<file path="config.mk">
export PLATFORM = sky130hd
export DESIGN_NAME = tco_top
export DESIGN_NICKNAME = d
export VERILOG_FILES = /design/src/rtl/tco_pkg.sv /design/src/rtl/tco_top.sv
export VERILOG_INCLUDE_DIRS = /design/src /design/src/rtl
export SDC_FILE = /design/constraint.sdc
export NUM_CORES = 1
export LEC_CHECK = 0
export BUFFER_PORTS_ARGS = -buffer_cell sky130_fd_sc_hd__clkbuf_2
export CAP_MARGIN = 10
export CORE_ASPECT_RATIO = 0.75
export CORE_MARGIN = 2
export CORE_UTILIZATION = 55
export DETAILED_ROUTE_END_ITERATION = 6
export HOLD_SLACK_MARGIN = 0.08
export MAX_ROUTING_LAYER = met4
export PLACE_DENSITY = 0.78
export SLEW_MARGIN = 40
export SYNTH_ARGS = -nofsm -noshare
export SYNTH_HDL_FRONTEND = slang
export SYNTH_SLANG_ARGS = --single-unit
</file>
<file path="constraint.sdc">
create_clock -name sys_clk -period 2.8 [get_ports sys_clk]
set_input_delay 0.28 -clock sys_clk [delete_from_list [all_inputs] [get_ports sys_clk]]
set_output_delay 0.28 -clock sys_clk [all_outputs]
set_load 0.005 [all_outputs]
</file>
<file path="src/rtl/tco_defines.svh">
`ifndef TCO_DEFINES_SVH
`define TCO_DEFINES_SVH

// Byte addresses of the register words.
`define TCO_OFS_CTRL_A 8'h80
`define TCO_OFS_CTRL_B 8'h84
`define TCO_OFS_CMP_A 8'h88
`define TCO_OFS_CMP_B 8'h8C
`define TCO_OFS_CAPTURE 8'h90
`define TCO_OFS_COUNT 8'h94
`define TCO_OFS_STATUS 8'h98

// Field positions in the first control register.
`define TCO_CHA_MODE_HI 7
`define TCO_CHA_MODE_LO 6
`define TCO_CHB_MODE_HI 5
`define TCO_CHB_MODE_LO 4
`define TCO_WGM_LOW_HI 1
`define TCO_WGM_LOW_LO 0
// Field positions in the second control register.
`define TCO_WGM_HIGH_HI 4
`define TCO_WGM_HIGH_LO 3
`define TCO_CLKSEL_HI 2
`define TCO_CLKSEL_LO 0
// Status flag positions.
`define TCO_FLAG_MATCH_A 0
`define TCO_FLAG_MATCH_B 1
`define TCO_FLAG_OVF 2

// Reset values.
`define TCO_RST_CTRL 8'h00
`define TCO_RST_WORD16 16'h0000

// Fixed counter limits.
`define TCO_MAX 16'hFFFF
`define TCO_BOTTOM 16'h0000
`define TCO_TOP8 16'h00FF
`define TCO_TOP9 16'h01FF
`define TCO_TOP10 16'h03FF

`endif

</file>
<file path="src/rtl/tco_pkg.sv">
package tco_pkg;
   // Broad class of the selected waveform mode.
   typedef enum logic [1:0] {
      TCO_NON_PWM = 2'h0,
      TCO_FAST_PWM = 2'h1,
      TCO_DUAL_PWM = 2'h2
   } tco_class_e;
   // Four-bit waveform-generation mode.
   typedef logic [3:0] tco_wgm_t;
   // Two-bit output-mode field of one channel.
   typedef logic [1:0] tco_om_t;
endpackage

</file>
<file path="src/rtl/tco_top.sv">
`timescale 1ns/1ps
`include "tco_defines.svh"
`default_nettype none

module tco_top
   import tco_pkg::*;
(
   input wire logic sys_clk, // 40 MHz system clock.
   input wire logic nrst, // Synchronous reset, active low.
   input wire logic [7:0] avs_address, // Byte address.
   input wire logic avs_read, // Read request.
   input wire logic avs_write, // Write request.
   input wire logic [31:0] avs_writedata, // Write data.
   output logic [31:0] avs_readdata, // Read data.
   output logic avs_waitrequest, // Stall, high until answered.
   input wire logic port_data_a, // Normal port value for pin A.
   input wire logic port_dir_a, // Direction bit of pin A.
   input wire logic port_data_b, // Normal port value for pin B.
   input wire logic port_dir_b, // Direction bit of pin B.
   output logic compare_out_a, // Level driven on pin A.
   output logic compare_out_a_oe, // Pin A driver enable.
   output logic compare_out_b, // Level driven on pin B.
   output logic compare_out_b_oe // Pin B driver enable.
);

   logic [7:0] ctrl_a; // First control register.
   logic [4:0] ctrl_b; // Upper mode bits and clock select.
   logic [15:0] buf_a; // Buffer copy of compare A.
   logic [15:0] buf_b; // Buffer copy of compare B.
   logic [15:0] act_a; // Active compare A.
   logic [15:0] act_b; // Active compare B.
   logic [15:0] capture_value; // Capture word, usable as top.
   logic [15:0] count_value; // Counter.
   logic count_up; // Direction in dual-slope modes.
   logic [2:0] flags; // Sticky match and overflow flags.
   logic [9:0] presc; // Free-running prescaler.
   logic oc_a; // Waveform state of channel A.
   logic oc_b; // Waveform state of channel B.

   tco_wgm_t wave_gen_mode; // Combined four-bit mode.
   tco_om_t chan_a_output_mode; // Channel A field.
   tco_om_t chan_b_output_mode; // Channel B field.
   tco_class_e wclass; // Class of the current mode.
   logic [15:0] top; // Current top value.
   logic tick; // Timer tick, one cycle wide.
   logic at_top_evt; // Tick at top while counting up.
   logic wrap_evt; // Tick where single slope wraps to bottom.
   logic bottom_evt; // Tick at bottom in dual slope.
   logic reload; // Moment to copy buffers into active.
   logic ovf_evt; // Overflow flag event.
   logic match_a; // Tick with counter equal to compare A.
   logic match_b; // Tick with counter equal to compare B.
   logic conn_a; // Pin A taken over by the waveform.
   logic conn_b; // Pin B taken over by the waveform.
   logic acc; // Bus access taken this cycle.
   logic [15:0] next_count; // Counter value after a tick.

   // Decode the class of a waveform mode.
   function automatic tco_class_e mode_class(input tco_wgm_t m);
      case (m)
         4'h5, 4'h6, 4'h7, 4'hE, 4'hF: mode_class = TCO_FAST_PWM;
         4'h1, 4'h2, 4'h3, 4'h8, 4'h9, 4'hA, 4'hB: mode_class = TCO_DUAL_PWM;
         default: mode_class = TCO_NON_PWM;
      endcase
   endfunction

   // Next waveform state of one channel at a timer tick.
   function automatic logic next_wave(input tco_om_t om, input tco_class_e c, input logic cur,
                                      input logic match, input logic up, input logic wrap,
                                      input logic tgl_ok, input logic [15:0] cmp,
                                      input logic [15:0] tp);
      next_wave = cur;
      case (c)
         TCO_NON_PWM: begin
            if (match) begin
               next_wave = (om == 2'h1) ? ~cur : om[0];
            end
         end
         TCO_FAST_PWM: begin
            if (om[1]) begin
               if (wrap) begin
                  next_wave = ~om[0];
               end else if (match && cmp != tp) begin
                  next_wave = om[0];
               end
            end else if (tgl_ok && match) begin
               next_wave = ~cur;
            end
         end
         TCO_DUAL_PWM: begin
            if (om[1]) begin
               if (cmp == `TCO_BOTTOM) begin
                  next_wave = om[0];
               end else if (cmp == tp) begin
                  next_wave = ~om[0];
               end else if (match) begin
                  next_wave = up ? om[0] : ~om[0];
               end
            end else if (tgl_ok && match) begin
               next_wave = ~cur;
            end
         end
         default: next_wave = cur;
      endcase
   endfunction

   assign chan_a_output_mode = ctrl_a[`TCO_CHA_MODE_HI:`TCO_CHA_MODE_LO];
   assign chan_b_output_mode = ctrl_a[`TCO_CHB_MODE_HI:`TCO_CHB_MODE_LO];
   assign wave_gen_mode = {ctrl_b[`TCO_WGM_HIGH_HI:`TCO_WGM_HIGH_LO], ctrl_a[`TCO_WGM_LOW_HI:`TCO_WGM_LOW_LO]};
   assign wclass = mode_class(wave_gen_mode);
   assign acc = (avs_read || avs_write) && avs_waitrequest;

   // Top value from the mode; fixed tops, compare A or the capture word.
   always_comb begin
      case (wave_gen_mode)
         4'h1, 4'h5: top = `TCO_TOP8;
         4'h2, 4'h6: top = `TCO_TOP9;
         4'h3, 4'h7: top = `TCO_TOP10;
         4'h4, 4'h9, 4'hB, 4'hF: top = act_a;
         4'h8, 4'hA, 4'hC, 4'hE: top = capture_value;
         default: top = `TCO_MAX;
      endcase
   end

   // Tick from the clock select; external sources are not wired here, so they stop the counter.
   always_comb begin
      case (ctrl_b[`TCO_CLKSEL_HI:`TCO_CLKSEL_LO])
         3'h1: tick = 1'b1;
         3'h2: tick = &presc[2:0];
         3'h3: tick = &presc[5:0];
         3'h4: tick = &presc[7:0];
         3'h5: tick = &presc;
         default: tick = 1'b0;
      endcase
   end

   // Events derived at a tick.
   assign at_top_evt = tick && count_up && count_value == top;
   assign wrap_evt = tick && wclass != TCO_DUAL_PWM && count_value == top;
   assign bottom_evt = tick && wclass == TCO_DUAL_PWM && !count_up && count_value == `TCO_BOTTOM;
   assign match_a = tick && count_value == act_a;
   assign match_b = tick && count_value == act_b;

   always_comb begin
      case (wave_gen_mode)
         4'h1, 4'h2, 4'h3, 4'hA, 4'hB: reload = at_top_evt;
         4'h8, 4'h9: reload = bottom_evt;
         4'h5, 4'h6, 4'h7, 4'hE, 4'hF: reload = wrap_evt;
         default: reload = 1'b0;
      endcase
   end

   // overflow at bottom, top or max
   always_comb begin
      case (wclass)
         TCO_DUAL_PWM: ovf_evt = bottom_evt;
         TCO_FAST_PWM: ovf_evt = wrap_evt;
         default: ovf_evt = tick && count_value == `TCO_MAX;
      endcase
   end

   // Counter step; dual slope turns at top and at bottom.
   always_comb begin
      if (wclass == TCO_DUAL_PWM) begin
         if (count_up) begin
            next_count = (count_value == top) ? count_value - 16'h0001 : count_value + 16'h0001;
         end else begin
            next_count = (count_value == `TCO_BOTTOM) ? count_value + 16'h0001 : count_value - 16'h0001;
         end
      end else begin
         next_count = (count_value == top) ? `TCO_BOTTOM : count_value + 16'h0001;
      end
   end

   // Prescaler runs on every rising edge.
   always_ff @(posedge sys_clk) begin
      if (!nrst) begin
         presc <= 10'h000;
      end else begin
         presc <= presc + 10'h001;
      end
   end

   always_ff @(posedge sys_clk) begin
      if (!nrst) begin
         count_value <= `TCO_RST_WORD16;
         count_up <= 1'b1;
      end else if (acc && avs_write && avs_address == `TCO_OFS_COUNT) begin
         // A software write beats the tick.
         count_value <= avs_writedata[15:0];
      end else if (tick) begin
         count_value <= next_count;
         if (wclass != TCO_DUAL_PWM) begin
            count_up <= 1'b1;
         end else if (count_up && count_value == top) begin
            count_up <= 1'b0;
         end else if (!count_up && count_value == `TCO_BOTTOM) begin
            count_up <= 1'b1;
         end
      end
   end

   // Control registers; bits 3:2 of the first stay zero.
   always_ff @(posedge sys_clk) begin
      if (!nrst) begin
         ctrl_a <= `TCO_RST_CTRL;
         ctrl_b <= 5'h00;
      end else if (acc && avs_write) begin
         if (avs_address == `TCO_OFS_CTRL_A) begin
            ctrl_a <= {avs_writedata[7:4], 2'h0, avs_writedata[1:0]};
         end
         if (avs_address == `TCO_OFS_CTRL_B) begin
            ctrl_b <= avs_writedata[4:0];
         end
      end
   end

   // Compare buffers, active compares and capture word.
   always_ff @(posedge sys_clk) begin
      if (!nrst) begin
         buf_a <= `TCO_RST_WORD16;
         buf_b <= `TCO_RST_WORD16;
         act_a <= `TCO_RST_WORD16;
         act_b <= `TCO_RST_WORD16;
         capture_value <= `TCO_RST_WORD16;
      end else begin
         if (acc && avs_write && avs_address == `TCO_OFS_CMP_A) begin
            buf_a <= avs_writedata[15:0];
         end
         if (acc && avs_write && avs_address == `TCO_OFS_CMP_B) begin
            buf_b <= avs_writedata[15:0];
         end
         if (acc && avs_write && avs_address == `TCO_OFS_CAPTURE) begin
            capture_value <= avs_writedata[15:0];
         end
         if (wclass == TCO_NON_PWM) begin
            act_a <= buf_a;
            act_b <= buf_b;
         end else if (reload) begin
            act_a <= buf_a;
            act_b <= buf_b;
         end
      end
   end

   // Sticky flags; write one to clear, and a new event wins over the clear.
   always_ff @(posedge sys_clk) begin
      if (!nrst) begin
         flags <= 3'h0;
      end else begin
         if (acc && avs_write && avs_address == `TCO_OFS_STATUS) begin
            flags <= (flags & ~avs_writedata[2:0]) | {ovf_evt, match_b, match_a};
         end else begin
            flags <= flags | {ovf_evt, match_b, match_a};
         end
      end
   end

   // Waveform state of both channels.
   always_ff @(posedge sys_clk) begin
      if (!nrst) begin
         oc_a <= 1'b0;
         oc_b <= 1'b0;
      end else if (tick) begin
         oc_a <= next_wave(chan_a_output_mode, wclass, oc_a, match_a, count_up, wrap_evt,
                           wave_gen_mode == 4'hE || wave_gen_mode == 4'hF
                           || wave_gen_mode == 4'h9 || wave_gen_mode == 4'hB
                           || wclass == TCO_NON_PWM, act_a, top);
         oc_b <= next_wave(chan_b_output_mode, wclass, oc_b, match_b, count_up, wrap_evt,
                           wclass == TCO_NON_PWM, act_b, top);
      end
   end

   always_comb begin
      conn_a = |chan_a_output_mode;
      conn_b = |chan_b_output_mode;
      if (wclass != TCO_NON_PWM && chan_a_output_mode == 2'h1) begin
         conn_a = (wave_gen_mode == 4'hE || wave_gen_mode == 4'hF
                   || wave_gen_mode == 4'h9 || wave_gen_mode == 4'hB);
      end
      if (wclass != TCO_NON_PWM && chan_b_output_mode == 2'h1) begin
         conn_b = 1'b0;
      end
   end

   always_ff @(posedge sys_clk) begin
      if (!nrst) begin
         compare_out_a <= 1'b0;
         compare_out_b <= 1'b0;
         compare_out_a_oe <= 1'b0;
         compare_out_b_oe <= 1'b0;
      end else begin
         compare_out_a <= conn_a ? oc_a : port_data_a;
         compare_out_b <= conn_b ? oc_b : port_data_b;
         compare_out_a_oe <= port_dir_a;
         compare_out_b_oe <= port_dir_b;
      end
   end

   // Bus answer: waitrequest drops for one cycle, one edge after the request appears.
   always_ff @(posedge sys_clk) begin
      if (!nrst) begin
         avs_waitrequest <= 1'b1;
         avs_readdata <= 32'h00000000;
      end else begin
         avs_waitrequest <= !acc;
         if (acc && avs_read) begin
            case (avs_address)
               `TCO_OFS_CTRL_A: avs_readdata <= {24'h000000, ctrl_a};
               `TCO_OFS_CTRL_B: avs_readdata <= {27'h0, ctrl_b};
               `TCO_OFS_CMP_A: avs_readdata <= {16'h0000, buf_a};
               `TCO_OFS_CMP_B: avs_readdata <= {16'h0000, buf_b};
               `TCO_OFS_CAPTURE: avs_readdata <= {16'h0000, capture_value};
               `TCO_OFS_COUNT: avs_readdata <= {16'h0000, count_value};
               `TCO_OFS_STATUS: avs_readdata <= {29'h0, flags};
               // Unmapped words read as zero.
               default: avs_readdata <= 32'h00000000;
            endcase
         end
      end
   end

   wait_pulse_a: assert property (@(posedge sys_clk) disable iff (!nrst)
      acc |=> !avs_waitrequest ##1 avs_waitrequest) else $error("waitrequest not a one-cycle answer");

   flag_set_a: assert property (@(posedge sys_clk) disable iff (!nrst)
      (tick && count_value == act_a) |=> flags[0]) else $error("match flag A not set");

   buf_hold_a: assert property (@(posedge sys_clk) disable iff (!nrst)
      (wclass != TCO_NON_PWM && !reload && $stable(wave_gen_mode)) |=> $stable(act_a))
      else $error("active compare A changed outside reload");

   pfc_update_a: assert property (@(posedge sys_clk) disable iff (!nrst)
      (bottom_evt && wave_gen_mode == 4'h8) |=> act_a == $past(buf_a))
      else $error("compare A not reloaded at bottom");

   ovf_bottom_a: assert property (@(posedge sys_clk) disable iff (!nrst)
      (wclass == TCO_DUAL_PWM && tick && !count_up && count_value == 16'h0000) |=> flags[2])
      else $error("overflow flag missed at bottom");

   ctrl_zero_a: assert property (@(posedge sys_clk) disable iff (!nrst)
      ctrl_a[3:2] == 2'h0) else $error("reserved control bits nonzero");

   disc_pin_a: assert property (@(posedge sys_clk) disable iff (!nrst)
      chan_a_output_mode == 2'h0 |=> compare_out_a == $past(port_data_a))
      else $error("pin A not under port control");

   nonpwm_set_a: assert property (@(posedge sys_clk) disable iff (!nrst)
      (wclass == TCO_NON_PWM && chan_a_output_mode == 2'h3 && match_a) |=> oc_a ##1 compare_out_a)
      else $error("non-PWM set on match failed");

   fast_clear_a: assert property (@(posedge sys_clk) disable iff (!nrst)
      (wclass == TCO_FAST_PWM && chan_a_output_mode == 2'h2 && match_a && act_a != top && !wrap_evt)
      |=> !oc_a) else $error("fast PWM clear on match failed");

endmodule

`default_nettype wire

</file>
==> qor.txt <==
RUN STATUS
---------------------------------------------------------------------------------
Status ............................................................. complete, but fails checks
Violated checks .................................................... DRC, setup timing

ROUTING
---------------------------------------------------------------------------------
Final Routed Wirelength ............................................     36700 um
Routed WL per cell .................................................      22.3 um
Ratio of routed vias to standard cells .............................         6.29
Routed Antenna Nets ................................................            0
Post-route DRC .....................................................           12
Number of iterations in the first detailed-routing pass ............            7
First-iteration detailed-routing DRC count .........................         1415
Number of vias after detailed routing ..............................        10400

STA
---------------------------------------------------------------------------------
Total setup violations reported at the end of the flow .............           52
Max-slew violation count ...........................................            0
Transition time at the pin with the least slew margin ..............     0.776 ns
Min Hold Slack .....................................................    0.0841 ns
Total count of hold-check failures in the final report .............            0
Final critical path time including I/O delays and setup ............      3.11 ns
Max transition margin ..............................................        48.2%
Maximum frequency from static timing analysis ......................      321 MHz
Final TNS setup ....................................................     -9.26 ns
Fraction of the cycle the final worst path needs ...................         111%
Final WS setup .....................................................    -0.313 ns
RSZ-0062 raised after global routing ...............................          yes
Maximum clock skew at final layout .................................    0.0167 ns

YOSYS
---------------------------------------------------------------------------------
Flop and latch count out of synthesis ..............................          144
Instance count of the mapped netlist ...............................         1228
Yosys warns ........................................................            0
Most common cell in the netlist .................................... sky130_fd_sc_hd__nand2_1
Commonest cells post-synth ......................................... 215 x sky130_fd_sc_hd__nand2_1, 144 x sky130_fd_sc_hd__dfxtp_1, 107 x sky130_fd_sc_hd__a21oi_1, 82 x sky130_fd_sc_hd__nor2_1, 70 x sky130_fd_sc_hd__clkbuf_1
Post-synthesis async set-or-reset flop share .......................           0%
Post-Syn Area per Cell .............................................   7.58 sq um
Fraction of the yosys area taken by sequential cells ...............        31.0%
Most used DFF post-synth ........................................... sky130_fd_sc_hd__dfxtp_1
Library cells used by synthesis ....................................           91
Fraction of synthesized cell area taken by the top area cell type ..        31.0%
Cell type with the largest total area after synthesis .............. sky130_fd_sc_hd__dfxtp_1
Cell area after technology mapping .................................   9300 sq um
Cells taking the most area after synthesis ......................... sky130_fd_sc_hd__dfxtp_1 31%, sky130_fd_sc_hd__nand2_1 8.7%, sky130_fd_sc_hd__mux2i_1 6.7%, sky130_fd_sc_hd__a21oi_1 5.8%, sky130_fd_sc_hd__xor2_1 5.0%
Number of enable-type register cells in the synthesized netlist ....            0

LAYOUT
---------------------------------------------------------------------------------
Share of the core filled with cells ................................        72.2%
Nets ...............................................................         1476
ANT cells ..........................................................            0
Fraction of layout cells with a size suffix above 1 ................        26.2%
Layout overhead on the synthesized area ............................        29.5%
FILL cells .........................................................         1299
Post-route design area .............................................  12000 sq um

JOB
---------------------------------------------------------------------------------
Max-cap violations .................................................            0

HOLD PATH
---------------------------------------------------------------------------------
Worst hold path type ...............................................       in2reg

FLOORPLAN
---------------------------------------------------------------------------------
Row count ..........................................................           41
Die Span Y .........................................................       117 um
Floorplan Core Area ................................................  16700 sq um
DIE WIDTH ..........................................................       154 um
Top-level port count ...............................................           85
Starting Density ...................................................        55.8%
Die area ...........................................................  18000 sq um

POWER AND IR DROP
---------------------------------------------------------------------------------
Peak supply drop ...................................................       397 uV
Power share of the combinational group .............................         4.8%
Sequential power share .............................................        44.5%
Power dissipated by switching net loads ............................      1.29 mW
Internal power component ...........................................      3.34 mW
Clock power frac ...................................................        50.6%
Pwr Density ........................................................  384 nW/um^2
Leakage ............................................................      4.88 nW
Fraction of power spent switching nets .............................        27.9%

PLACE
---------------------------------------------------------------------------------
Pre-CTS worst setup slack ..........................................    -0.460 ns
Final weighted congestion in routability-driven placement ..........         1.07
Number of port buffers .............................................           52
Detail Placement HPWL ..............................................     27900 um
Instance area at placement .........................................  10900 sq um

CLOCK TREE
---------------------------------------------------------------------------------
H-tree lvl count ...................................................            4
Clk sinks ..........................................................          144
Clock transition at the registers of the reported paths ............      0.08 ns
Num CTS Buffers ....................................................           17
Maximum clock insertion buffer count ...............................            2
Clock latency of the later-clocked register in the worst-skew pair .      0.44 ns
Clock tree from TritonCTS ..........................................        built
Root Buffer Master ................................................. sky130_fd_sc_hd__clkbuf_16

GLOBAL ROUTING
---------------------------------------------------------------------------------
Initial antenna violation count ....................................            0
Overall Global Routing Usage .......................................        41.6%
Leftover overflow at the end of global routing .....................            0
Global-route wire length before repair .............................     54800 um
Maximum number of pins on one net before global-route repair .......           36
Number of global-route vias before repair ..........................         9275

SETUP PATH
---------------------------------------------------------------------------------
Required time at the endpoint of the critical path .................      3.11 ns
Type of element launching the critical path ........................    flip-flop
Critical path type .................................................      reg2reg
Data arrival time of the worst path ................................      3.42 ns
Maximum fanout along the worst path ................................            5
Sort of element at the end of the critical path ....................    flip-flop

## layout make-up
type,count,area [sq um],share of cell area [%]
Clock inverter,15,179,1.49
Tap cell,215,269,2.23
Clock buffer,17,425,3.53
Multi-Input combinational cell,959,6170,51.2
Inverter,30,113,0.935
Timing Repair Buffer,267,1990,16.6
Sequential cell,144,2890,24.0
## worst max-delay path, stage by stage, from the launching register on
cell and delay (ns):
sky130_fd_sc_hd__dfxtp_2 0.35, sky130_fd_sc_hd__buf_2 0.19, sky130_fd_sc_hd__nor4_4 0.04, sky130_fd_sc_hd__buf_4 0.16, sky130_fd_sc_hd__buf_4 0.15, sky130_fd_sc_hd__a211oi_4 0.20
sky130_fd_sc_hd__nand2_2 0.11, sky130_fd_sc_hd__xnor2_2 0.16, sky130_fd_sc_hd__or4_4 0.58, sky130_fd_sc_hd__buf_6 0.15, sky130_fd_sc_hd__nor4_4 0.27, sky130_fd_sc_hd__buf_6 0.17
sky130_fd_sc_hd__buf_6 0.11, sky130_fd_sc_hd__nor2_1 0.04, sky130_fd_sc_hd__o22ai_1 0.19, sky130_fd_sc_hd__a211oi_2 0.10
## metal layers
| layer | vias up | GRT usage, % | part of all wire, % |
|---|---|---|---|
| met5 | - | - | 0 |
| met4 | 0 | 13.4 | 3.0 |
| met3 | 91 | 10.9 | 12 |
| met2 | 701 | 58.8 | 41 |
| met1 | 4839 | 57.8 | 43 |
| li1 | 4725 | - | - |
## metrics by stage
stage,total power [mW],std cells
3_3_place_gp,2.32,1592
4_1_cts,4.62,1639
3_5_place_dp,2.32,1592
2_1_floorplan,2.23,1243
6_report,4.63,1647
5_1_grt,4.72,1647
## final timing paths
path	start	end	slack [ns]	cells past startpoint
worst max-delay path	ctrl_a[1]	count_value[12]	-0.31	15
worst min-delay path	avs_write	avs_waitrequest	0.08	2
worst max register to register	ctrl_a[1]	count_value[12]	-0.31	15
worst min register to register	buf_b[8]	buf_b[8]	0.47	2
## power groups by stage
| stage | registers (mW) | clock network (mW) | logic (mW) |
|---|---|---|---|
| floorplan | 2.11 | 0 | 0.119 |
| global placement | 2.11 | 0 | 0.208 |
| detailed placement | 2.11 | 0 | 0.208 |
| CTS | 2.06 | 2.34 | 0.214 |
| global route | 2.06 | 2.43 | 0.236 |
| finish | 2.06 | 2.34 | 0.224 |
## flip-flops by register name, summed over array words and instances, names as in the netlist, 3 cells and up
register	count
act_a	16
act_b	16
avs_readdata	16
buf_a	16
buf_b	16
capture_value	16
count_value	16
ctrl_a	6
ctrl_b	5
flags	3
presc	10
## what timing repair did
item                                   CTS  global route
hold buffers                             3             0
endpoints found under the hold margin    3             0
gates resized for setup                 40            40
pin swaps                               22            22
cloned                                   1             1
buffers inserted                        11             7
setup endpoints to repair               52            52
## cells by family after synthesis
family	count (synthesis)	synth area share, %
AND/OR/NAND/NOR	506	26.5
AO/OA/AOI/OAI	284	19.9
flip-flops	144	31.0
buffers and inverters	140	6.90
XOR/XNOR	80	7.53
multiplexers	64	6.91
adder cells (fa/ha/maj)	9	1.21
other	1	0.0403
## placed cells by master (no fill, tap or decap), drive strengths merged, types with 38 or more instances in the layout
cell type	Yosys	layout
dfxtp	144	144
buf	40	211
inv	28	38
a21oi	109	109
nor2	82	82
o21ai	47	47
mux2i	62	62
nand2	215	215
nand3	50	50
clkbuf	70	70
xor2	53	53
Power figures use the tool's default switching activity.
